--- src/hdl/fpc_pkg.sv ---
// Constants and types for the flash protection and command parameter block
package fpc_pkg;
    // Register bus geometry
    localparam int ADDR_W = 3;
    localparam int DATA_W = 16;
    localparam int BYTE_W = 8;

    // Register offsets (one register per address)
    localparam logic [ADDR_W-1:0] OFS_PARAM_INDEX = 3'h0;
    localparam logic [ADDR_W-1:0] OFS_FLASH_STATUS = 3'h1;
    localparam logic [ADDR_W-1:0] OFS_PFLASH_PROT = 3'h2;
    localparam logic [ADDR_W-1:0] OFS_DFLASH_PROT = 3'h3;
    localparam logic [ADDR_W-1:0] OFS_PARAM_DATA = 3'h4;
    localparam logic [ADDR_W-1:0] OFS_RSV_ZERO = 3'h5;
    localparam logic [ADDR_W-1:0] OFS_RSV_ONE = 3'h6;

    // Status register fields
    localparam int STAT_COMMAND_COMPLETE_FLAG_BIT = 7;
    localparam int STAT_VIOL_BIT = 5;

    // Program-flash protection fields
    localparam int PF_OPEN_BIT = 7;
    localparam int PF_HDIS_BIT = 5;
    localparam int PF_HS_LSB = 3;
    localparam int PF_LDIS_BIT = 2;
    localparam int PF_LS_LSB = 0;
    localparam logic [BYTE_W-1:0] PF_USED_MASK = 8'hBF;
    localparam logic [BYTE_W-1:0] PF_FAULT_VALUE = 8'h7F;

    // Data-flash protection fields
    localparam int DF_OFF_BIT = 7;
    localparam int DF_SIZE_W = 5;
    localparam logic [BYTE_W-1:0] DF_USED_MASK = 8'h9F;
    localparam logic [BYTE_W-1:0] DF_FAULT_VALUE = 8'h1F;

    // Data-flash protected window
    localparam logic [22:0] DF_BASE_ADDR = 23'h10_0000;
    localparam int DF_SECTOR_BYTES = 256;
    localparam int DF_MAX_BYTES = 4096;

    // Parameter array
    localparam int PARAM_WORDS = 6;
    localparam int INDEX_W = 3;
    localparam logic [DATA_W-1:0] UNUSED_WORD = 16'h0000;

    // Allowed scenario moves: row = from, bit = to
    localparam logic [7:0] SCEN_ALLOWED [8] = '{8'h0F, 8'h0A, 8'h0C, 8'h08, 8'h18, 8'h3C, 8'h5A, 8'hFF};

    // Default mapping {open,hdis,ldis} -> scenario, three bits per entry
    localparam logic [23:0] SCEN_MAP_DEFAULT = 24'hFAC_688;

    typedef enum logic {CMD_IDLE, CMD_BUSY} fpc_cmd_state_type;
endpackage

--- src/hdl/fpc_protect_cmd.sv ---
// Flash protection registers, status flags and indexed command parameter array
//
// Behaviour
// - Disallowed program-flash scenario writes are discarded
// - Program-flash register equals enforced scenario
// - Scenario moves follow fixed allowed table
// - Data-flash size accepted only when larger
// - Data-flash off bit only goes 1 to 0
// - Off bit set means nothing protected
// - Reset sequence loads data-flash protection byte
// - Double fault at load gives maximum protection
// - Protected program/erase refused, violation flag set
// - Block erase refused while data-flash protection on
// - Window at base, (size+1)*256 bytes, max 4096
// - Six 16-bit words, 3-bit index, byte access
// - Writing 1 to complete flag launches command
// - Parameter array locked while command runs
// - Results readable after complete flag returns
// - Index 6 and 7 store nothing, read zero
// - Factory reserved registers read zero, ignore writes
// - Range sizes writable only while range off
// - Parameter writes ignored while flag is 0
`timescale 1ns/10ps
module fpc_protect_cmd #(
    parameter logic [23:0] SCEN_MAP = fpc_pkg::SCEN_MAP_DEFAULT
) (
    // Clock and reset
    input wire logic sys_clk,
    input wire logic nrst,
    // Register bus
    input wire logic [fpc_pkg::ADDR_W-1:0] regAddr,
    input wire logic [fpc_pkg::DATA_W-1:0] regWrData,
    input wire logic [1:0] regByteEn,
    input wire logic regWrStrobe,
    input wire logic regRdStrobe,
    output logic [fpc_pkg::DATA_W-1:0] regRdData,
    // Configuration load from the reset sequence
    input wire logic cfgValid,
    input wire logic [fpc_pkg::BYTE_W-1:0] cfgPflashByte,
    input wire logic [fpc_pkg::BYTE_W-1:0] cfgDflashByte,
    input wire logic cfgDoubleFault,
    // Command engine
    output logic cmdLaunch,
    input wire logic cmdDone,
    input wire logic resWrEn,
    input wire logic [fpc_pkg::INDEX_W-1:0] resIndex,
    input wire logic [fpc_pkg::DATA_W-1:0] resData,
    output logic [fpc_pkg::PARAM_WORDS*fpc_pkg::DATA_W-1:0] paramFlat,
    output logic commandComplete,
    // Protection check for program and erase
    input wire logic chkReq,
    input wire logic [22:0] chkAddr,
    input wire logic chkBlockErase,
    output logic chkDenied,
    output logic protectionViolation,
    output logic [fpc_pkg::BYTE_W-1:0] pflashProtection,
    output logic [fpc_pkg::BYTE_W-1:0] dflashProtection
);
    import fpc_pkg::*;

    fpc_cmd_state_type cmdState_ff, nxt_cmdState;
    logic violation_ff, nxt_violation;
    logic [BYTE_W-1:0] pflashProt_ff, nxt_pflashProt;
    logic [BYTE_W-1:0] dflashProt_ff, nxt_dflashProt;
    logic [INDEX_W-1:0] paramIndex_ff, nxt_paramIndex;
    logic [DATA_W-1:0] params_ff [PARAM_WORDS];
    logic [DATA_W-1:0] nxt_params [PARAM_WORDS];
    logic [DATA_W-1:0] rdData_ff, nxt_rdData;

    logic wrIndex, wrStatus, wrPflash, wrDflash, wrParam;
    logic [BYTE_W-1:0] pfCandidate;
    logic pfAllowed;
    logic dfEnabled;
    logic [DF_SIZE_W-1:0] dfSizeCur, dfSizeWr;

    // Scenario number of a program-flash protection value
    function automatic logic [2:0] scenarioOf(input logic [BYTE_W-1:0] v);
        logic [2:0] key;
        key = {v[PF_OPEN_BIT], v[PF_HDIS_BIT], v[PF_LDIS_BIT]};
        return SCEN_MAP[3*key +: 3];
    endfunction

    // True when an address lies in the protected data-flash window
    function automatic logic inDflashWindow(input logic [22:0] a, input logic [DF_SIZE_W-1:0] sz);
        logic [22:0] span;
        logic [22:0] limit;
        span = 23'((32'(sz) + 32'd1) * DF_SECTOR_BYTES);
        limit = (span > 23'(DF_MAX_BYTES)) ? 23'(DF_MAX_BYTES) : span;
        return (a >= DF_BASE_ADDR) && (a < DF_BASE_ADDR + limit);
    endfunction

    // Write decode
    // Byte registers sit in lane 0, so a write without that lane is dropped
    always_comb begin
        wrIndex = regWrStrobe && regByteEn[0] && (regAddr == OFS_PARAM_INDEX);
        wrStatus = regWrStrobe && regByteEn[0] && (regAddr == OFS_FLASH_STATUS);
        wrPflash = regWrStrobe && regByteEn[0] && (regAddr == OFS_PFLASH_PROT);
        wrDflash = regWrStrobe && regByteEn[0] && (regAddr == OFS_DFLASH_PROT);
        wrParam = regWrStrobe && (regAddr == OFS_PARAM_DATA);
    end

    // Program-flash candidate: size fields only move while their range is off
    always_comb begin
        pfCandidate = regWrData[BYTE_W-1:0] & PF_USED_MASK;
        if (!pflashProt_ff[PF_HDIS_BIT]) begin
            pfCandidate[PF_HS_LSB +: 2] = pflashProt_ff[PF_HS_LSB +: 2];
        end
        if (!pflashProt_ff[PF_LDIS_BIT]) begin
            pfCandidate[PF_LS_LSB +: 2] = pflashProt_ff[PF_LS_LSB +: 2];
        end
        pfAllowed = SCEN_ALLOWED[scenarioOf(pflashProt_ff)][scenarioOf(pfCandidate)];
    end

    // Protection registers
    always_comb begin
        dfSizeCur = dflashProt_ff[DF_SIZE_W-1:0];
        dfSizeWr = regWrData[DF_SIZE_W-1:0];
        nxt_pflashProt = pflashProt_ff;
        nxt_dflashProt = dflashProt_ff;
        if (cfgValid) begin
            // Load from the configuration field during the reset sequence
            nxt_pflashProt = cfgDoubleFault ? PF_FAULT_VALUE : (cfgPflashByte & PF_USED_MASK);
            nxt_dflashProt = cfgDoubleFault ? DF_FAULT_VALUE : (cfgDflashByte & DF_USED_MASK);
        end else begin
            if (wrPflash && pfAllowed) begin
                nxt_pflashProt = pfCandidate;
            end
            if (wrDflash) begin
                nxt_dflashProt[DF_OFF_BIT] = dflashProt_ff[DF_OFF_BIT] & regWrData[DF_OFF_BIT];
                if (dfSizeWr > dfSizeCur) begin
                    nxt_dflashProt[DF_SIZE_W-1:0] = dfSizeWr;
                end
            end
        end
    end

    // Protection check; off bit masks the size field entirely
    always_comb begin
        dfEnabled = !dflashProt_ff[DF_OFF_BIT];
        chkDenied = chkReq && dfEnabled
            && (chkBlockErase || inDflashWindow(chkAddr, dfSizeCur));
    end

    // Command state, launch and violation flag
    always_comb begin
        nxt_cmdState = cmdState_ff;
        nxt_violation = violation_ff;
        cmdLaunch = 1'b0;
        if (cmdState_ff == CMD_IDLE) begin
            if (wrStatus && regWrData[STAT_COMMAND_COMPLETE_FLAG_BIT]) begin
                cmdLaunch = 1'b1;
                nxt_cmdState = CMD_BUSY;
            end
        end else begin
            if (cmdDone) begin
                nxt_cmdState = CMD_IDLE;
            end
        end
        if (wrStatus && regWrData[STAT_VIOL_BIT]) begin
            nxt_violation = 1'b0;
        end
        // A refusal in the clearing cycle still leaves the flag set
        if (chkDenied) begin
            nxt_violation = 1'b1;
        end
    end

    // Index register and parameter array
    always_comb begin
        nxt_paramIndex = paramIndex_ff;
        nxt_params = params_ff;
        if (wrIndex) begin
            nxt_paramIndex = regWrData[INDEX_W-1:0];
        end
        // Indices past the array fall through with no storage
        if (wrParam && (cmdState_ff == CMD_IDLE) && (32'(paramIndex_ff) < PARAM_WORDS)) begin
            if (regByteEn[0]) begin
                nxt_params[paramIndex_ff][BYTE_W-1:0] = regWrData[BYTE_W-1:0];
            end
            if (regByteEn[1]) begin
                nxt_params[paramIndex_ff][DATA_W-1:BYTE_W] = regWrData[DATA_W-1:BYTE_W];
            end
        end
        // Only the engine writes the array while busy, to return results
        if (resWrEn && (cmdState_ff == CMD_BUSY) && (32'(resIndex) < PARAM_WORDS)) begin
            nxt_params[resIndex] = resData;
        end
    end

    // Read mux, answered in the following cycle
    always_comb begin
        nxt_rdData = rdData_ff;
        if (regRdStrobe) begin
            nxt_rdData = UNUSED_WORD;
            case (regAddr)
                OFS_PARAM_INDEX: nxt_rdData[INDEX_W-1:0] = paramIndex_ff;
                OFS_FLASH_STATUS: begin
                    nxt_rdData[STAT_COMMAND_COMPLETE_FLAG_BIT] = (cmdState_ff == CMD_IDLE);
                    nxt_rdData[STAT_VIOL_BIT] = violation_ff;
                end
                OFS_PFLASH_PROT: nxt_rdData[BYTE_W-1:0] = pflashProt_ff;
                OFS_DFLASH_PROT: nxt_rdData[BYTE_W-1:0] = dflashProt_ff;
                OFS_PARAM_DATA: begin
                    if (32'(paramIndex_ff) < PARAM_WORDS) begin
                        nxt_rdData = params_ff[paramIndex_ff];
                    end
                end
                OFS_RSV_ZERO, OFS_RSV_ONE: nxt_rdData = UNUSED_WORD;
                default: nxt_rdData = UNUSED_WORD;
            endcase
        end
    end

    // Command state and violation flag
    always_ff @(posedge sys_clk) begin
        if (!nrst) begin
            cmdState_ff <= CMD_IDLE;
            violation_ff <= 1'b0;
        end else begin
            cmdState_ff <= nxt_cmdState;
            violation_ff <= nxt_violation;
        end
    end

    // Before the configuration load everything sits at maximum protection
    always_ff @(posedge sys_clk) begin
        if (!nrst) begin
            pflashProt_ff <= PF_FAULT_VALUE;
            dflashProt_ff <= DF_FAULT_VALUE;
        end else begin
            pflashProt_ff <= nxt_pflashProt;
            dflashProt_ff <= nxt_dflashProt;
        end
    end

    // Array is cleared on reset so parameters of an old command never leak out
    always_ff @(posedge sys_clk) begin
        if (!nrst) begin
            paramIndex_ff <= '0;
            params_ff <= '{default: UNUSED_WORD};
        end else begin
            paramIndex_ff <= nxt_paramIndex;
            params_ff <= nxt_params;
        end
    end

    // Read data holds between reads, so a late sample still sees the answer
    always_ff @(posedge sys_clk) begin
        if (!nrst) begin
            rdData_ff <= UNUSED_WORD;
        end else begin
            rdData_ff <= nxt_rdData;
        end
    end

    // Outputs
    always_comb begin
        regRdData = rdData_ff;
        commandComplete = (cmdState_ff == CMD_IDLE);
        protectionViolation = violation_ff;
        pflashProtection = pflashProt_ff;
        dflashProtection = dflashProt_ff;
        for (int i = 0; i < PARAM_WORDS; i++) begin
            paramFlat[i*DATA_W +: DATA_W] = params_ff[i];
        end
    end

    pflash_guard_a: assert property (@(posedge sys_clk) disable iff (!nrst)
        (wrPflash && !pfAllowed && !cfgValid) |=> $stable(pflashProtection))
        else $error("disallowed scenario write changed program-flash protection");

    pflash_scen_a: assert property (@(posedge sys_clk) disable iff (!nrst)
        (!cfgValid && $past(!cfgValid) && $past(nrst))
        |-> SCEN_ALLOWED[scenarioOf($past(pflashProtection))][scenarioOf(pflashProtection)])
        else $error("program-flash protection moved to a forbidden scenario");

    dflash_size_a: assert property (@(posedge sys_clk) disable iff (!nrst)
        !cfgValid |=> dflashProtection[DF_SIZE_W-1:0] >= $past(dflashProtection[DF_SIZE_W-1:0]))
        else $error("data-flash protection size shrank");

    dflash_off_a: assert property (@(posedge sys_clk) disable iff (!nrst)
        (!cfgValid && !dflashProtection[DF_OFF_BIT]) |=> !dflashProtection[DF_OFF_BIT])
        else $error("data-flash protection off bit went back to 1");

    dflash_fault_a: assert property (@(posedge sys_clk) disable iff (!nrst)
        (cfgValid && cfgDoubleFault) |=> (dflashProtection == DF_FAULT_VALUE))
        else $error("double fault did not give maximum data-flash protection");

    erase_refuse_a: assert property (@(posedge sys_clk) disable iff (!nrst)
        (chkReq && chkBlockErase && !dflashProtection[DF_OFF_BIT]) |-> chkDenied ##1 protectionViolation)
        else $error("block erase allowed while data flash protected");

    dflash_open_a: assert property (@(posedge sys_clk) disable iff (!nrst)
        dflashProtection[DF_OFF_BIT] |-> !chkDenied)
        else $error("access refused while data-flash protection is off");

    launch_flag_a: assert property (@(posedge sys_clk) disable iff (!nrst)
        (wrStatus && regWrData[STAT_COMMAND_COMPLETE_FLAG_BIT] && commandComplete) |-> cmdLaunch ##1 !commandComplete)
        else $error("writing 1 to the complete flag did not launch");

    param_lock_a: assert property (@(posedge sys_clk) disable iff (!nrst)
        (wrParam && !commandComplete && !resWrEn) |=> $stable(paramFlat))
        else $error("parameter array changed by software while busy");

    unused_index_a: assert property (@(posedge sys_clk) disable iff (!nrst)
        (regRdStrobe && regAddr == OFS_PARAM_DATA && 32'(paramIndex_ff) >= PARAM_WORDS) |=> (regRdData == UNUSED_WORD))
        else $error("unused parameter index read nonzero");

    rsv_read_a: assert property (@(posedge sys_clk) disable iff (!nrst)
        (regRdStrobe && (regAddr == OFS_RSV_ZERO || regAddr == OFS_RSV_ONE)) |=> (regRdData == UNUSED_WORD))
        else $error("factory reserved register read nonzero");

    // Antecedents that look back a cycle also need nrst, so a reset edge is not taken for a move
    launch_busy_a: assert property (@(posedge sys_clk) disable iff (!nrst)
        (wrStatus && regWrData[STAT_COMMAND_COMPLETE_FLAG_BIT] && !commandComplete) |-> !cmdLaunch)
        else $error("a launch was accepted while a command was running");

    viol_set_a: assert property (@(posedge sys_clk) disable iff (!nrst)
        chkDenied |=> protectionViolation)
        else $error("refused access did not set the violation flag");

    dflash_load_a: assert property (@(posedge sys_clk) disable iff (!nrst)
        (nrst && cfgValid && !cfgDoubleFault) |=> (dflashProtection == ($past(cfgDflashByte) & DF_USED_MASK)))
        else $error("data-flash protection not loaded from the configuration byte");

    dflash_grow_a: assert property (@(posedge sys_clk) disable iff (!nrst)
        (wrDflash && !cfgValid && (dfSizeWr > dfSizeCur)) |=> (dfSizeCur == $past(dfSizeWr)))
        else $error("larger data-flash protection size was not taken");

    pflash_take_a: assert property (@(posedge sys_clk) disable iff (!nrst)
        (wrPflash && pfAllowed && !cfgValid) |=> (pflashProtection == $past(pfCandidate)))
        else $error("allowed program-flash protection write was not taken");

    hsize_lock_a: assert property (@(posedge sys_clk) disable iff (!nrst)
        (nrst && !cfgValid && !pflashProtection[PF_HDIS_BIT]) |=> $stable(pflashProtection[PF_HS_LSB +: 2]))
        else $error("high range size changed while its range was on");

    lsize_lock_a: assert property (@(posedge sys_clk) disable iff (!nrst)
        (nrst && !cfgValid && !pflashProtection[PF_LDIS_BIT]) |=> $stable(pflashProtection[PF_LS_LSB +: 2]))
        else $error("low range size changed while its range was on");

    index_write_a: assert property (@(posedge sys_clk) disable iff (!nrst)
        wrIndex |=> (paramIndex_ff == $past(regWrData[INDEX_W-1:0])))
        else $error("parameter index write was lost");

    param_write_a: assert property (@(posedge sys_clk) disable iff (!nrst)
        (wrParam && commandComplete && (&regByteEn) && (32'(paramIndex_ff) < PARAM_WORDS))
        |=> (params_ff[$past(paramIndex_ff)] == $past(regWrData)))
        else $error("parameter word write was lost while idle");

    status_read_a: assert property (@(posedge sys_clk) disable iff (!nrst)
        (regRdStrobe && (regAddr == OFS_FLASH_STATUS)) |=> (regRdData[STAT_COMMAND_COMPLETE_FLAG_BIT] == $past(commandComplete)))
        else $error("status read did not show the complete flag");

    result_write_a: assert property (@(posedge sys_clk) disable iff (!nrst)
        (resWrEn && !commandComplete && (32'(resIndex) < PARAM_WORDS))
        |=> (params_ff[$past(resIndex)] == $past(resData)))
        else $error("engine result was not stored");

    done_flag_a: assert property (@(posedge sys_clk) disable iff (!nrst)
        (!commandComplete && cmdDone) |=> commandComplete)
        else $error("complete flag did not return after the engine finished");

    first_sector_a: assert property (@(posedge sys_clk) disable iff (!nrst)
        (chkReq && !chkBlockErase && !dflashProtection[DF_OFF_BIT]
        && ((chkAddr - DF_BASE_ADDR) < 23'(DF_SECTOR_BYTES))) |-> chkDenied)
        else $error("program or erase allowed in the first protected sector");

    window_cap_a: assert property (@(posedge sys_clk) disable iff (!nrst)
        (chkReq && !chkBlockErase && (chkAddr >= DF_BASE_ADDR + 23'(DF_MAX_BYTES)))
        |-> !chkDenied)
        else $error("access refused beyond the largest protected window");
endmodule

--- config.mk ---
export PLATFORM = sky130hd
export DESIGN_NAME = fpc_protect_cmd
export DESIGN_NICKNAME = d
export VERILOG_FILES = /design/src/hdl/fpc_pkg.sv /design/src/hdl/fpc_protect_cmd.sv
export SDC_FILE = /design/constraint.sdc
export NUM_CORES = 1
export LEC_CHECK = 0
export BUFFER_PORTS_ARGS = -buffer_cell sky130_fd_sc_hd__buf_2
export CORE_MARGIN = 5
export CORE_UTILIZATION = 41
export CTS_BUF_LIST = sky130_fd_sc_hd__clkbuf_2 sky130_fd_sc_hd__clkbuf_4 sky130_fd_sc_hd__clkbuf_8
export DETAILED_ROUTE_END_ITERATION = 8
export PLACE_DENSITY_LB_ADDON = 0.05
export SLEW_MARGIN = 20
export SYNTH_ARGS = -nofsm -noshare
export SYNTH_HDL_FRONTEND = slang
export SYNTH_SLANG_ARGS = --single-unit
--- constraint.sdc ---
create_clock -name sys_clk -period 2.8 [get_ports sys_clk]
set_clock_uncertainty 0.2 [all_clocks]
set_input_delay 0.56 -clock sys_clk [delete_from_list [all_inputs] [get_ports sys_clk]]
set_output_delay 0.56 -clock sys_clk [all_outputs]
set_load 0.01 [all_outputs]
==> key figures <==
STA
  • Final slew viol count: 0
  • Final setup fails: 1
  • Fin crit period: 3200 ps
  • Slew headroom: 0.391
  • Setup slack after layout: -403 ps
  • Fmax: 312 MHz
  • Period utilization: 1.14
  • Unrepaired setup endpoints after global routing: true
  • Slew at the pin closest to its max-slew limit: 910 ps
  • Fin. Hold Viols: 0
  • Hold_ws: 201 ps

Clock tree
  • Clock sink count: 131
  • Hold_buf cts: 0
  • Deepest clock path buffer count: 2
  • Worst-skew pair later-pin latency: 440 ps
  • Clk root buf: clkbuf_8
  • CTS H-tree depth: 4
  • CTS tree: built
  • Num CTS Buffers: 17
  • Reg clk slew, reported paths: 70 ps

Floorplan
  • Row cnt: 48
  • Core area: 0.0172 mm²
  • Die X: 143 µm
  • Starting Density: 0.418
  • Num ports: 221
  • Die area: 0.0203 mm²
  • Die height: 143 µm

Pwr
  • Design Power: 3.92 mW
  • Leakage power: 4.17 nW
  • VDD IR-drop max: 275 µV
  • Pwr dens: 439 mW/mm²

Global routing
  • Number of global-route vias before repair: 6951
  • Remaining global-route overflow: 0
  • Busiest grt layer: met2
  • Total GRT Usage: 0.257
  • Largest net degree at the start of global routing: 56
  • Grt met3 use: 0.0706
  • Grt met2 use: 0.408
  • Met1 usage: 0.345
  • First-pass GRT wire length: 40200 µm
  • Initial antenna violation count: 1

Drt
  • Wirelength, routed: 26700 µm
  • Initial DRC Count: 566
  • Detail Route Antenna Nets: 0
  • Drt wl/cell: 21.9 µm
  • Vias: 7093
  • DRC: 0
  • DR pass1 iterations: 5
  • Routed vias/inst: 5.82

Critical path
  • CP max FO: 7
  • CP endpoint kind: output pin
  • Crit path DAT: 2440 ps
  • Worst EP required: 2040 ps
  • Critical path startpoint category: flip-flop
  • Critical setup path kind: flip-flop to output pin

Finish
  • Layout Nets: 1084
  • Most frequent cells in the layout: buf_2, dfxtp_1, mux2i_1
  • Commonest non-fill, non-tap cell in the layout: buf_2
  • Layout cell share with drive strength beyond 1: 0.319
  • FILL cells: 1691
  • Synthesis-to-layout area growth: 23.9%

Run
  • Max-cap violations: 0

Status
  • Status: finished with violations
  • Failing checks: negative setup slack

Place
  • I/O Buffers: 207
  • Routability Congestion: 0.918
  • Post-DP HPWL: 18900 µm

Logic synthesis
  • Distinct cells, synth: 58
  • Post-Syn Area: 0.00720 mm²
  • Cells after Synth: 791
  • Yosys reg bits: 131
  • Post-synth EDFFs: 0
  • YS warnings: 0
  • Syn avg cell area: 9.10 µm²
  • Fraction of registers with async set or reset after synthesis: 0
  • Main synth FF type: dfxtp_1
  • Sequential area share after synthesis: 0.364

Worst hold path
  • Worst hold-check path type: primary input to flip-flop
[power breakdown]
part	internal (mW)	switching (mW)
Sequential	1.89	0.0319
Combinational	0.177	0.265
Clock	0.843	0.712
[flip-flops by register name, indices dropped and copies added, names as in the netlist]
signal / cells
cmdState_ff: 1
dflashProtection: 6
paramFlat: 96
paramIndex_ff: 3
pflashProtection: 8
protectionViolation: 1
regRdData: 16
[cells by family after synthesis]
group / synth area share
simple gates: 0.114
xor+xnor: 0.00243
flops: 0.364
fa+ha+maj: 0.0209
other cells: 0.000521
mux: 0.206
buf+inv: 0.0579
compound gates: 0.234
[metrics by stage]
step / setup TNS (ps) / utilization / instances / worst slack, ps / area, µm²
floorplan: 0 / - / 792 / 49.1 / 7200
finish: -403 / 0.518 / 1218 / -403 / 8920
CTS: -398 / 0.513 / 1217 / -398 / 8840
detailed placement: -77.6 / 0.490 / 1188 / -77.6 / 8440
global route: -502 / 0.518 / 1217 / -502 / 8920
global placement: 0 / 0.490 / 1188 / 60.6 / 8440
[cells in the mapped netlist (5+ instances only)]
master	instances	area [µm²]
dfxtp_1	131	2620
mux2i_1	121	1210
nor2_1	76	285
a21oi_1	62	310
o21ai_0	59	295
a211oi_1	48	360
clkbuf_1	43	161
inv_1	21	78.8
o22ai_1	21	131
nand2_1	19	71.3
buf_2	14	70.1
ha_1	12	150
nor2b_1	12	75.1
a22o_1	11	96.3
nand3_1	11	55.1
a22oi_1	10	75.1
mux2_2	10	113
nand2b_1	8	50.1
mux4_2	7	158
o211ai_1	6	45.0
o221ai_1	6	52.6
o22a_1	6	52.6
o311ai_0	6	52.6
a31oi_1	5	31.3
buf_4	5	37.5
nand4_2	5	62.6
[area by class of cell]
cell class              count  area [µm²]  share of cell area
diodes                      1        2.50            0.000280
clock buffers              22         284              0.0318
clock inverters             6        82.6             0.00925
inverters                  21        78.8             0.00883
multi-input cells         572        4260               0.478
flip-flops and latches    131        2630               0.295
well taps                 225         282              0.0315
repair buffers            240        1300               0.146
[routing by layer]
metal	share of wire	up-vias
met5	0.00041	-
met4	0.020	2
met3	0.093	39
met2	0.46	321
met1	0.43	3377
li1	-	3354
[final timing paths]
path         cells after the start  slack [ps]                 from                   to
max                              9        -400  dflashProtection[0]            chkDenied
min reg2reg                      1         280        regRdData[12]        regRdData[12]
max reg2reg                      9         430  dflashProtection[0]  protectionViolation
min                              2         200          regRdStrobe         regRdData[6]
[timing repair]
item                                   CTS  global route
endpoints found under the hold margin    0             0
pin swaps                                3             4
setup endpoints to repair                1             1
resized for setup                       10            15
setup buffers                            1             0
[worst max-delay path, cell delays in order, from the launching register on]
cell	delay, ps
dfxtp_2	360
buf_4	190
nand3_1	130
xnor2_2	230
nand2_4	80
ha_4	250
o2111a_1	190
o311ai_2	120
a32o_2	320
buf_6	130
Note: power is estimated with default switching activity, not from simulation.
